<file path="src/rtl/rllm_consts.svh">
// constants of the receiver loss and lock monitor: offsets, fields, reset values, counts
`ifndef RLLM_CONSTS_SVH
`define RLLM_CONSTS_SVH

// register byte addresses on the 8-bit local address
`define RLLM_ADDR_W 8
`define RLLM_ADDR_CTRL 8'h00
`define RLLM_ADDR_STATUS 8'h04

// control register fields
`define RLLM_CTRL_ANA_DIS 0
`define RLLM_CTRL_DIG_DIS 1
`define RLLM_CTRL_THR_SEL 2
`define RLLM_CTRL_EQ_GAIN 3
`define RLLM_CTRL_EQ_BYP 4
`define RLLM_CTRL_MUTE 5
`define RLLM_CTRL_RATE_LO 6
`define RLLM_CTRL_RATE_HI 7
`define RLLM_CTRL_RESET 8'h00

// status register fields
`define RLLM_STAT_LOCK_LOSS 0
`define RLLM_STAT_DIG_LOSS 1
`define RLLM_STAT_ANA_LOSS 2
`define RLLM_STAT_COMB_LOSS 3

// bus responses
`define RLLM_RESP_OKAY 2'h0
`define RLLM_RESP_SLVERR 2'h2

// digital loss counts in line symbols
`define RLLM_DS3_DECL 8'haf
`define RLLM_DS3_WIN 8'haf
`define RLLM_DS3_ONES 8'h3a
`define RLLM_E3_DECL 8'h20
`define RLLM_E3_WIN 8'h20
`define RLLM_E3_ONES 8'h0b
`define RLLM_ZRUN_MAX 8'hff

// lock window: reference edges per window and accepted line edge range (0.5 %)
`define RLLM_LOCK_LAST 10'h3ff
`define RLLM_LOCK_MIN 11'h3fb
`define RLLM_LOCK_MAX 11'h405
`define RLLM_LINE_MAX 11'h7ff

`endif

</file>
<file path="src/rtl/rllm_pkg.sv">
// types shared by the receiver loss and lock monitor
package rllm_pkg;
	typedef enum logic [1:0] {
		RLLM_RATE_DS3,
		RLLM_RATE_STS1,
		RLLM_RATE_E3
	} rllm_rate_e;

	typedef enum logic {
		RLLM_DIG_CLEAR,
		RLLM_DIG_DECLARED
	} rllm_dig_e;
endpackage

</file>
<file path="src/rtl/rllm_sync.sv">
// two-flop synchronisers with rising edge detect, one per bit
`timescale 1ns/1ns
module rllm_sync #(
	parameter int W = 6
) (
	input wire logic aclk,
	input wire logic aresetn,
	input wire logic [W-1:0] async_in,
	output logic [W-1:0] sync_out,
	output logic [W-1:0] rise_out
);
	////////////////////////////////////////////////////////////////////////
	// first stage feeds only the second; edge logic looks at stages two and three
	genvar i;
	generate
		for (i = 0; i < W; i++) begin : g_bit
			logic s1_reg, s2_reg, s3_reg;
			logic s1_next, s2_next, s3_next;
			always_comb begin
				s1_next = async_in[i];
				s2_next = s1_reg;
				s3_next = s2_reg;
			end
			always_ff @(posedge aclk) begin
				if (!aresetn) begin
					s1_reg <= 1'b0;
					s2_reg <= 1'b0;
					s3_reg <= 1'b0;
				end else begin
					s1_reg <= s1_next;
					s2_reg <= s2_next;
					s3_reg <= s3_next;
				end
			end
			assign sync_out[i] = s2_reg;
			assign rise_out[i] = s2_reg & ~s3_reg;
		end
	endgenerate
endmodule

</file>
<file path="src/rtl/rllm_axil.sv">
// axi4-lite slave holding the control register and reading back status
`timescale 1ns/1ns
`include "rllm_consts.svh"
module rllm_axil import rllm_pkg::*; (
	input wire logic aclk,
	input wire logic aresetn,
	input wire logic [`RLLM_ADDR_W-1:0] s_awaddr,
	input wire logic s_awvalid,
	output logic s_awready,
	input wire logic [31:0] s_wdata,
	input wire logic [3:0] s_wstrb,
	input wire logic s_wvalid,
	output logic s_wready,
	output logic [1:0] s_bresp,
	output logic s_bvalid,
	input wire logic s_bready,
	input wire logic [`RLLM_ADDR_W-1:0] s_araddr,
	input wire logic s_arvalid,
	output logic s_arready,
	output logic [31:0] s_rdata,
	output logic [1:0] s_rresp,
	output logic s_rvalid,
	input wire logic s_rready,
	input wire logic [3:0] status_in,
	output logic [7:0] ctrl_out
);
	logic aw_held_reg, aw_held_next, w_held_reg, w_held_next;
	logic [`RLLM_ADDR_W-1:0] awaddr_reg, awaddr_next;
	logic [7:0] wbyte_reg, wbyte_next, ctrl_reg, ctrl_next;
	logic wstrb0_reg, wstrb0_next;
	logic awready_reg, awready_next, wready_reg, wready_next, arready_reg, arready_next;
	logic bvalid_reg, bvalid_next, rvalid_reg, rvalid_next;
	logic [1:0] bresp_reg, bresp_next, rresp_reg, rresp_next;
	logic [31:0] rdata_reg, rdata_next;

	////////////////////////////////////////////////////////////////////////
	// address and data are caught independently; the write lands once both are held
	always_comb begin
		aw_held_next = aw_held_reg;
		w_held_next = w_held_reg;
		awaddr_next = awaddr_reg;
		wbyte_next = wbyte_reg;
		wstrb0_next = wstrb0_reg;
		ctrl_next = ctrl_reg;
		bvalid_next = bvalid_reg;
		bresp_next = bresp_reg;
		rvalid_next = rvalid_reg;
		rresp_next = rresp_reg;
		rdata_next = rdata_reg;
		if (s_awvalid && awready_reg) begin
			aw_held_next = 1'b1;
			awaddr_next = s_awaddr;
		end
		if (s_wvalid && wready_reg) begin
			w_held_next = 1'b1;
			wbyte_next = s_wdata[7:0];
			wstrb0_next = s_wstrb[0];
		end
		if (bvalid_reg && s_bready) begin
			bvalid_next = 1'b0;
		end
		if (aw_held_reg && w_held_reg && !bvalid_reg) begin
			aw_held_next = 1'b0;
			w_held_next = 1'b0;
			bvalid_next = 1'b1;
			bresp_next = `RLLM_RESP_OKAY;
			if (awaddr_reg == `RLLM_ADDR_CTRL) begin
				if (wstrb0_reg) begin
					ctrl_next = wbyte_reg;
				end
			end else if (awaddr_reg != `RLLM_ADDR_STATUS) begin
				bresp_next = `RLLM_RESP_SLVERR;
			end
		end
		// reads answer on the edge that takes the address
		if (rvalid_reg && s_rready) begin
			rvalid_next = 1'b0;
		end
		if (s_arvalid && arready_reg) begin
			rvalid_next = 1'b1;
			rresp_next = `RLLM_RESP_OKAY;
			rdata_next = 32'h0000_0000;
			if (s_araddr == `RLLM_ADDR_CTRL) begin
				rdata_next = {24'h00_0000, ctrl_reg};
			end else if (s_araddr == `RLLM_ADDR_STATUS) begin
				rdata_next = {28'h000_0000, status_in};
			end else begin
				rresp_next = `RLLM_RESP_SLVERR;
			end
		end
		awready_next = !aw_held_next && !bvalid_next;
		wready_next = !w_held_next && !bvalid_next;
		arready_next = !rvalid_next;
	end

	always_ff @(posedge aclk) begin
		if (!aresetn) begin
			aw_held_reg <= 1'b0;
			w_held_reg <= 1'b0;
			awaddr_reg <= 8'h00;
			wbyte_reg <= 8'h00;
			wstrb0_reg <= 1'b0;
			ctrl_reg <= `RLLM_CTRL_RESET;
			bvalid_reg <= 1'b0;
			bresp_reg <= `RLLM_RESP_OKAY;
			rvalid_reg <= 1'b0;
			rresp_reg <= `RLLM_RESP_OKAY;
			rdata_reg <= 32'h0000_0000;
			awready_reg <= 1'b0;
			wready_reg <= 1'b0;
			arready_reg <= 1'b0;
		end else begin
			aw_held_reg <= aw_held_next;
			w_held_reg <= w_held_next;
			awaddr_reg <= awaddr_next;
			wbyte_reg <= wbyte_next;
			wstrb0_reg <= wstrb0_next;
			ctrl_reg <= ctrl_next;
			bvalid_reg <= bvalid_next;
			bresp_reg <= bresp_next;
			rvalid_reg <= rvalid_next;
			rresp_reg <= rresp_next;
			rdata_reg <= rdata_next;
			awready_reg <= awready_next;
			wready_reg <= wready_next;
			arready_reg <= arready_next;
		end
	end

	assign s_awready = awready_reg;
	assign s_wready = wready_reg;
	assign s_bvalid = bvalid_reg;
	assign s_bresp = bresp_reg;
	assign s_arready = arready_reg;
	assign s_rvalid = rvalid_reg;
	assign s_rresp = rresp_reg;
	assign s_rdata = rdata_reg;
	assign ctrl_out = ctrl_reg;
endmodule

</file>
<file path="src/rtl/rllm_top.sv">
// receiver loss-of-signal and lock monitor for one line channel
//
// The address map and register access over AXI4-Lite were decided locally.
`timescale 1ns/1ns
`include "rllm_consts.svh"
module rllm_top import rllm_pkg::*; (
	input wire logic aclk,
	input wire logic aresetn,
	input wire logic [`RLLM_ADDR_W-1:0] s_awaddr,
	input wire logic s_awvalid,
	output logic s_awready,
	input wire logic [31:0] s_wdata,
	input wire logic [3:0] s_wstrb,
	input wire logic s_wvalid,
	output logic s_wready,
	output logic [1:0] s_bresp,
	output logic s_bvalid,
	input wire logic s_bready,
	input wire logic [`RLLM_ADDR_W-1:0] s_araddr,
	input wire logic s_arvalid,
	output logic s_arready,
	output logic [31:0] s_rdata,
	output logic [1:0] s_rresp,
	output logic s_rvalid,
	input wire logic s_rready,
	input wire logic line_clock,
	input wire logic line_input_positive,
	input wire logic line_input_negative,
	input wire logic channel_reference_clock,
	input wire logic analog_level_low,
	input wire logic analog_level_restored,
	output logic recovered_clock_out,
	output logic receive_data_positive,
	output logic receive_data_negative,
	output logic lock_loss_flag,
	output logic digital_signal_loss_flag,
	output logic analog_signal_loss_flag,
	output logic combined_signal_loss_flag,
	output logic equalizer_bypass,
	output logic equalizer_gain_enable,
	output logic loss_threshold_select,
	output logic [1:0] line_rate_select
);
	logic [5:0] sync_lvl, sync_rise;
	logic [7:0] ctrl;
	logic line_s, line_rise, ref_s, ref_rise, pos_s, neg_s, low_s, high_s;
	logic ana_dis, dig_dis, mute, is_e3, zero_sym;
	logic [7:0] decl_len, win_len, ones_need;
	rllm_dig_e dig_reg, dig_next;
	logic [7:0] zrun_reg, zrun_next, win_reg, win_next, ones_reg, ones_next;
	logic [7:0] win_inc, ones_inc;
	logic alos_reg, alos_next;
	logic [9:0] refcnt_reg, refcnt_next;
	logic [10:0] linecnt_reg, linecnt_next;
	logic lock_ok_reg, lock_ok_next, comb_loss, lock_loss;
	logic clk_out_reg, clk_out_next, dpos_reg, dpos_next, dneg_reg, dneg_next;
	logic lol_reg, comb_reg;

	////////////////////////////////////////////////////////////////////////
	// pins from the line side and the analog comparators cross into aclk here
	rllm_sync #(.W(6)) u_sync (
		.aclk(aclk),
		.aresetn(aresetn),
		.async_in({analog_level_restored, analog_level_low, line_input_negative,
			line_input_positive, channel_reference_clock, line_clock}),
		.sync_out(sync_lvl),
		.rise_out(sync_rise)
	);

	rllm_axil u_regs (
		.aclk(aclk),
		.aresetn(aresetn),
		.s_awaddr(s_awaddr),
		.s_awvalid(s_awvalid),
		.s_awready(s_awready),
		.s_wdata(s_wdata),
		.s_wstrb(s_wstrb),
		.s_wvalid(s_wvalid),
		.s_wready(s_wready),
		.s_bresp(s_bresp),
		.s_bvalid(s_bvalid),
		.s_bready(s_bready),
		.s_araddr(s_araddr),
		.s_arvalid(s_arvalid),
		.s_arready(s_arready),
		.s_rdata(s_rdata),
		.s_rresp(s_rresp),
		.s_rvalid(s_rvalid),
		.s_rready(s_rready),
		.status_in({comb_reg, alos_reg, dig_reg == RLLM_DIG_DECLARED, lol_reg}),
		.ctrl_out(ctrl)
	);

	assign line_s = sync_lvl[0];
	assign line_rise = sync_rise[0];
	assign ref_s = sync_lvl[1];
	assign ref_rise = sync_rise[1];
	assign pos_s = sync_lvl[2];
	assign neg_s = sync_lvl[3];
	assign low_s = sync_lvl[4];
	assign high_s = sync_lvl[5];
	assign ana_dis = ctrl[`RLLM_CTRL_ANA_DIS];
	assign dig_dis = ctrl[`RLLM_CTRL_DIG_DIS];
	assign mute = ctrl[`RLLM_CTRL_MUTE];
	assign is_e3 = ctrl[`RLLM_CTRL_RATE_HI:`RLLM_CTRL_RATE_LO] == RLLM_RATE_E3;
	assign zero_sym = !pos_s && !neg_s;

	////////////////////////////////////////////////////////////////////////
	// digital loss: counts chosen by rate; an unused rate code acts as DS3
	always_comb begin
		decl_len = is_e3 ? `RLLM_E3_DECL : `RLLM_DS3_DECL;
		win_len = is_e3 ? `RLLM_E3_WIN : `RLLM_DS3_WIN;
		ones_need = is_e3 ? `RLLM_E3_ONES : `RLLM_DS3_ONES;
		win_inc = 8'(win_reg + 8'h01);
		ones_inc = 8'(ones_reg + {7'h00, !zero_sym});
		dig_next = dig_reg;
		zrun_next = zrun_reg;
		win_next = win_reg;
		ones_next = ones_reg;
		if (line_rise) begin
			if (!zero_sym) begin
				zrun_next = 8'h00;
			end else if (zrun_reg != `RLLM_ZRUN_MAX) begin
				zrun_next = 8'(zrun_reg + 8'h01);
			end
		end
		case (dig_reg)
			RLLM_DIG_CLEAR: begin
				if (line_rise && zero_sym && (8'(zrun_reg + 8'h01) >= decl_len)) begin
					dig_next = RLLM_DIG_DECLARED;
					win_next = 8'h00;
					ones_next = 8'h00;
				end
			end
			RLLM_DIG_DECLARED: begin
				if (line_rise) begin
					win_next = win_inc;
					ones_next = ones_inc;
					if (win_inc == win_len) begin
						// density tested over whole windows only, so clearing is never early
						win_next = 8'h00;
						ones_next = 8'h00;
						if (ones_inc >= ones_need) begin
							dig_next = RLLM_DIG_CLEAR;
						end
					end
				end
			end
			default: dig_next = RLLM_DIG_CLEAR;
		endcase
		if (dig_dis) begin
			dig_next = RLLM_DIG_CLEAR;
		end
	end

	////////////////////////////////////////////////////////////////////////
	// analog loss follows the comparators; a low level wins over a restore
	always_comb begin
		alos_next = alos_reg;
		if (ana_dis) begin
			alos_next = 1'b0;
		end else if (low_s) begin
			alos_next = 1'b1;
		end else if (high_s) begin
			alos_next = 1'b0;
		end
		comb_loss = (dig_next == RLLM_DIG_DECLARED) || alos_next;
	end

	////////////////////////////////////////////////////////////////////////
	// lock: line edges counted across 1024 reference edges must sit within 0.5 %
	always_comb begin
		refcnt_next = refcnt_reg;
		linecnt_next = linecnt_reg;
		lock_ok_next = lock_ok_reg;
		if (line_rise && linecnt_reg != `RLLM_LINE_MAX) begin
			linecnt_next = 11'(linecnt_reg + 11'h001);
		end
		if (ref_rise) begin
			refcnt_next = 10'(refcnt_reg + 10'h001);
			if (refcnt_reg == `RLLM_LOCK_LAST) begin
				lock_ok_next = (linecnt_reg >= `RLLM_LOCK_MIN) &&
					(linecnt_reg <= `RLLM_LOCK_MAX);
				linecnt_next = {10'h000, line_rise};
			end
		end
		lock_loss = !lock_ok_next || comb_loss;
	end

	////////////////////////////////////////////////////////////////////////
	// output pins; the clock output is resampled, so it carries one aclk of jitter
	always_comb begin
		clk_out_next = lock_loss ? ref_s : line_s;
		dpos_next = dpos_reg;
		dneg_next = dneg_reg;
		if (mute && comb_loss) begin
			dpos_next = 1'b0;
			dneg_next = 1'b0;
		end else if (line_rise) begin
			dpos_next = pos_s;
			dneg_next = neg_s;
		end
	end

	always_ff @(posedge aclk) begin
		if (!aresetn) begin
			dig_reg <= RLLM_DIG_CLEAR;
			zrun_reg <= 8'h00;
			win_reg <= 8'h00;
			ones_reg <= 8'h00;
			alos_reg <= 1'b0;
			refcnt_reg <= 10'h000;
			linecnt_reg <= 11'h000;
			lock_ok_reg <= 1'b0;
			clk_out_reg <= 1'b0;
			dpos_reg <= 1'b0;
			dneg_reg <= 1'b0;
			lol_reg <= 1'b1;
			comb_reg <= 1'b0;
		end else begin
			dig_reg <= dig_next;
			zrun_reg <= zrun_next;
			win_reg <= win_next;
			ones_reg <= ones_next;
			alos_reg <= alos_next;
			refcnt_reg <= refcnt_next;
			linecnt_reg <= linecnt_next;
			lock_ok_reg <= lock_ok_next;
			clk_out_reg <= clk_out_next;
			dpos_reg <= dpos_next;
			dneg_reg <= dneg_next;
			lol_reg <= lock_loss;
			comb_reg <= comb_loss;
		end
	end

	assign recovered_clock_out = clk_out_reg;
	assign receive_data_positive = dpos_reg;
	assign receive_data_negative = dneg_reg;
	assign lock_loss_flag = lol_reg;
	assign digital_signal_loss_flag = dig_reg == RLLM_DIG_DECLARED;
	assign analog_signal_loss_flag = alos_reg;
	assign combined_signal_loss_flag = comb_reg;
	assign equalizer_bypass = ctrl[`RLLM_CTRL_EQ_BYP];
	assign equalizer_gain_enable = ctrl[`RLLM_CTRL_EQ_GAIN];
	assign loss_threshold_select = ctrl[`RLLM_CTRL_THR_SEL];
	assign line_rate_select = ctrl[`RLLM_CTRL_RATE_HI:`RLLM_CTRL_RATE_LO];
endmodule

</file>
<file path="config.mk">
export PLATFORM = sky130hd
export DESIGN_NAME = rllm_top
export DESIGN_NICKNAME = d
export VERILOG_FILES = /design/src/rtl/rllm_pkg.sv /design/src/rtl/rllm_sync.sv /design/src/rtl/rllm_axil.sv /design/src/rtl/rllm_top.sv
export VERILOG_INCLUDE_DIRS = /design/src /design/src/rtl
export SDC_FILE = /design/constraint.sdc
export NUM_CORES = 1
export LEC_CHECK = 0
export BUFFER_PORTS_ARGS = -buffer_cell sky130_fd_sc_hd__buf_2
export CAP_MARGIN = 20
export CORE_UTILIZATION = 58
export DETAILED_ROUTE_END_ITERATION = 10
export PLACE_DENSITY_LB_ADDON = 0.25
export SLEW_MARGIN = 20
export SYNTH_ARGS = -nofsm -noshare
export SYNTH_HDL_FRONTEND = slang
export SYNTH_SLANG_ARGS = --single-unit
</file>
<file path="constraint.sdc">
create_clock -name aclk -period 4.7 [get_ports aclk]
set_input_delay 0.94 -clock aclk [delete_from_list [all_inputs] [get_ports aclk]]
set_output_delay 0.94 -clock aclk [all_outputs]
set_load 0.03 [all_outputs]
</file>
==> reports/results.tsv <==
stage	metric	value	unit
status	status	finished, final reports clean	
synth	post-synth cell types	58	
global_routing	GRT Util Overall	0.240	
clock_tree	post_cts resized	0	
routing	WL final	10500	µm
timing	final period utilization	0.631	
cells_and_area	final core utilization	0.663	
timing	Slew headroom	0.373	
floorplan	core area	8380	µm²
clock_tree	H-tree depth	3	
synth	largest family of logic cells by synthesized area	simple AND/OR/NAND/NOR gates	
routing	Post-DRT Antenna Nets	0	
timing	final setup vio count	0	
power_and_ir_drop	P per Cell Area	295	nW/µm²
global_routing	remaining global-route overflow	0	
timing	RSZ-0062 raised after global routing	false	
clock_tree	Bufs on Longest Clock Path	2	
synth	average size of a mapped cell	8.51	µm²
place	Placement Setup Slack	1.73	ns
clock_tree	# clock sinks	109	
floorplan	io pins	118	
place	global placer's final weighted congestion	0.792	
cells_and_area	FILL cells	697	
place	dpl cell area	5360	µm²
timing	Final Skew	0.0142	ns
timing	Final Hold Viols	0	
timing	fin. max-slew vios	0	
critical_path	crit-path max FO	5	
clock_tree	hold-fix buffers at CTS	0	
floorplan	die area	9220	µm²
power_and_ir_drop	VDD IR max	209	µV
routing	detailed-route via count	4229	
timing	Final min period	2.97	ns
synth	post-synthesis xor/xnor area fraction	0.0410	
clock_tree	Clk Latency, worst-skew pair	0.37	ns
floorplan	Starting Density	0.612	
floorplan	std cell rows	33	
critical_path	critical path type	reg -> reg	
flow_run	max_cap viols	0	
floorplan	die height	96.0	µm
cells_and_area	Largest register FFs	11	
clock_tree	root buffer cell	clkbuf_8	
critical_path	worst path arrival time	3.24	ns
cells_and_area	Area growth syn-to-layout	8.32	%
critical_path	CP Capture Type	flip-flop	
cells_and_area	commonest non-fill, non-tap cell in the layout	dfxtp_1	
clock_tree	TritonCTS Buffers	9	
synth	area share of and/or/nand/nor cells after synthesis	0.249	
floorplan	Die X-Extent	96.0	µm
synth	post-synthesis cell count	603	
place	Buffers on Ports	64	
synth	sequential share of the synthesized area	0.425	
synth	Compound-Gate Fraction of Synth Area	0.145	
critical_path	crit start category	flip-flop	
timing	WHS	0.444	ns
clock_tree	Reg clk slew, reported paths	0.11	ns
timing	setup ws final	1.73	ns
synth	FFs w/ async S/R, synth	0	
routing	DRT Pass-1 Iters	5	
timing	f_max	337	MHz
global_routing	largest net degree at the start of global routing	71	
min_path	Worst Hold Class	reg -> reg	
timing	setup TNS	0	ns
synth	synthesis-stage register bit count	109	
routing	Vias/cell	5.55	
cells_and_area	Final Cell Area	5560	µm²
cells_and_area	nets	732	
synth	dominant synthesized flop cell	dfxtp_1	
critical_path	CP Data Required Time	4.97	ns
synth	mapped cell area	5130	µm²
routing	DRC viols	0	
power_and_ir_drop	Leak Pwr	2.27	nW
timing	worst slew pin tran	0.941	ns
routing	DR iter-0 viols	163	
cells_and_area	commonest non-fill, non-tap cells in the layout	109 x dfxtp_1, 80 x nand2_1, 64 x buf_2	
place	DP Wirelength	7360	µm
synth	Synthesis Warnings	0	
synth	multiplexer share of the synthesized area	0.0322	
global_routing	initial antenna violation count	0	
clock_tree	CTS tree	yes	
clock_tree	Setup Fix Bufs, Post-CTS	0	
routing	drt wl/cell	13.7	µm
synth	Adder-Cell Fraction of Synth Area	0.0366	
cells_and_area	# diodes	0	
global_routing	first-pass GRT wire length	17400	µm
synth	number of synthesized flops with an enable pin	0	
cells_and_area	fraction of final layout cells sized beyond drive strength 1	0.148	
global_routing	vias in the first global route	3889	
## path summary, 6_finish.rpt
path	startpoint	to	slack, ns	depth (start not counted)
worst min-delay path	u_sync.g_bit[0].s1_reg$_SDFF_PN0_	u_sync.g_bit[0].s2_reg$_SDFF_PN0_	0.44	1
worst max-delay path	u_sync.g_bit[3].s2_reg$_SDFF_PN0_	recovered_clock_out$_SDFF_PN0_	1.73	12
worst max register to register	u_sync.g_bit[3].s2_reg$_SDFF_PN0_	recovered_clock_out$_SDFF_PN0_	1.73	12
worst min register to register	u_sync.g_bit[0].s1_reg$_SDFF_PN0_	u_sync.g_bit[0].s2_reg$_SDFF_PN0_	0.44	1
## worst max-delay path, stage by stage (launching register included)
cell and delay, ns:
dfxtp_1 0.34, or2_2 0.34, ha_1 0.23, ha_1 0.24, nand3_1 0.15, xnor2_1 0.09, ha_1 0.28, nand2_1 0.04
o31ai_1 0.22, o21ai_0 0.14, o221ai_2 0.36, nand3_2 0.12, mux2_4 0.31
## power breakdown
| part | internal [W] | leakage, nW | switching, W | total (W) |
|---|---|---|---|---|
| Clock | 0.000209 | 0.0977 | 0.000350 | 0.000559 |
| Combinational | 0.0000364 | 1.29 | 0.0000887 | 0.000125 |
| Sequential | 0.000944 | 0.885 | 0.0000128 | 0.000957 |
| Total | 0.00119 | 2.27 | 0.000451 | 0.00164 |
## cells by family (layout without fill, tap and decap cells)
logic type	count (synthesis)	after routing
flip-flops	109	109
buffers and inverters	63	92
AND/OR/NAND/NOR	260	260
other	1	26
XOR/XNOR	24	24
multiplexers	16	16
AO/OA/AOI/OAI	115	115
adder cells (fa/ha/maj)	15	15
## synthesized netlist by cell type, types with 3 or more instances
library cell,number,area (µm²)
a211oi_1,5,37.5
a21oi_1,50,250
a22oi_1,8,60.1
a31oi_1,3,18.8
and2_1,23,144
and3_1,9,56.3
buf_2,4,20.0
buf_4,29,218
clkbuf_1,17,63.8
dfxtp_1,109,2180
ha_1,15,188
inv_1,11,41.3
mux2i_1,15,150
nand2_1,80,300
nand2b_1,5,31.3
nand3_1,17,85.1
nand3b_1,3,22.5
nand4_1,8,50.1
nor2_1,62,233
nor2b_1,4,25.0
nor3_1,8,40.0
nor4_1,6,37.5
o21a_1,3,22.5
o21ai_0,17,85.1
o21ai_1,5,25.0
o22ai_1,5,31.3
o2bb2ai_1,3,26.3
or2_2,3,18.8
or3_1,14,87.6
or4_1,6,45.0
xnor2_1,9,78.8
xor2_1,15,131
## final cells by class
type | instances | area [µm²] | share of cell area
Clock buffer | 10 | 128 | 0.0230
Inverter | 12 | 46.3 | 0.00833
Clock inverter | 6 | 65.1 | 0.0117
Timing Repair Buffer | 64 | 320 | 0.0577
Sequential cell | 109 | 2180 | 0.393
Multi-Input combinational cell | 456 | 2680 | 0.483
Tap cell | 105 | 131 | 0.0236
## metrics by stage
step / power (W) / cells
5_1_grt: 0.00170 / 762
6_report: 0.00164 / 762
2_1_floorplan: 0.00108 / 628
3_5_place_dp: 0.00110 / 746
3_3_place_gp: 0.00110 / 746
4_1_cts: 0.00165 / 762
## layer usage
metal	vias up	global-route usage	part of all wire
met1	1962	0.292	0.45
met4	0	0.0659	0.013
li1	2141	-	-
met3	13	0.0490	0.045
met5	-	0	0
met2	113	0.426	0.49
Note: power is estimated with default switching activity, not from simulation.
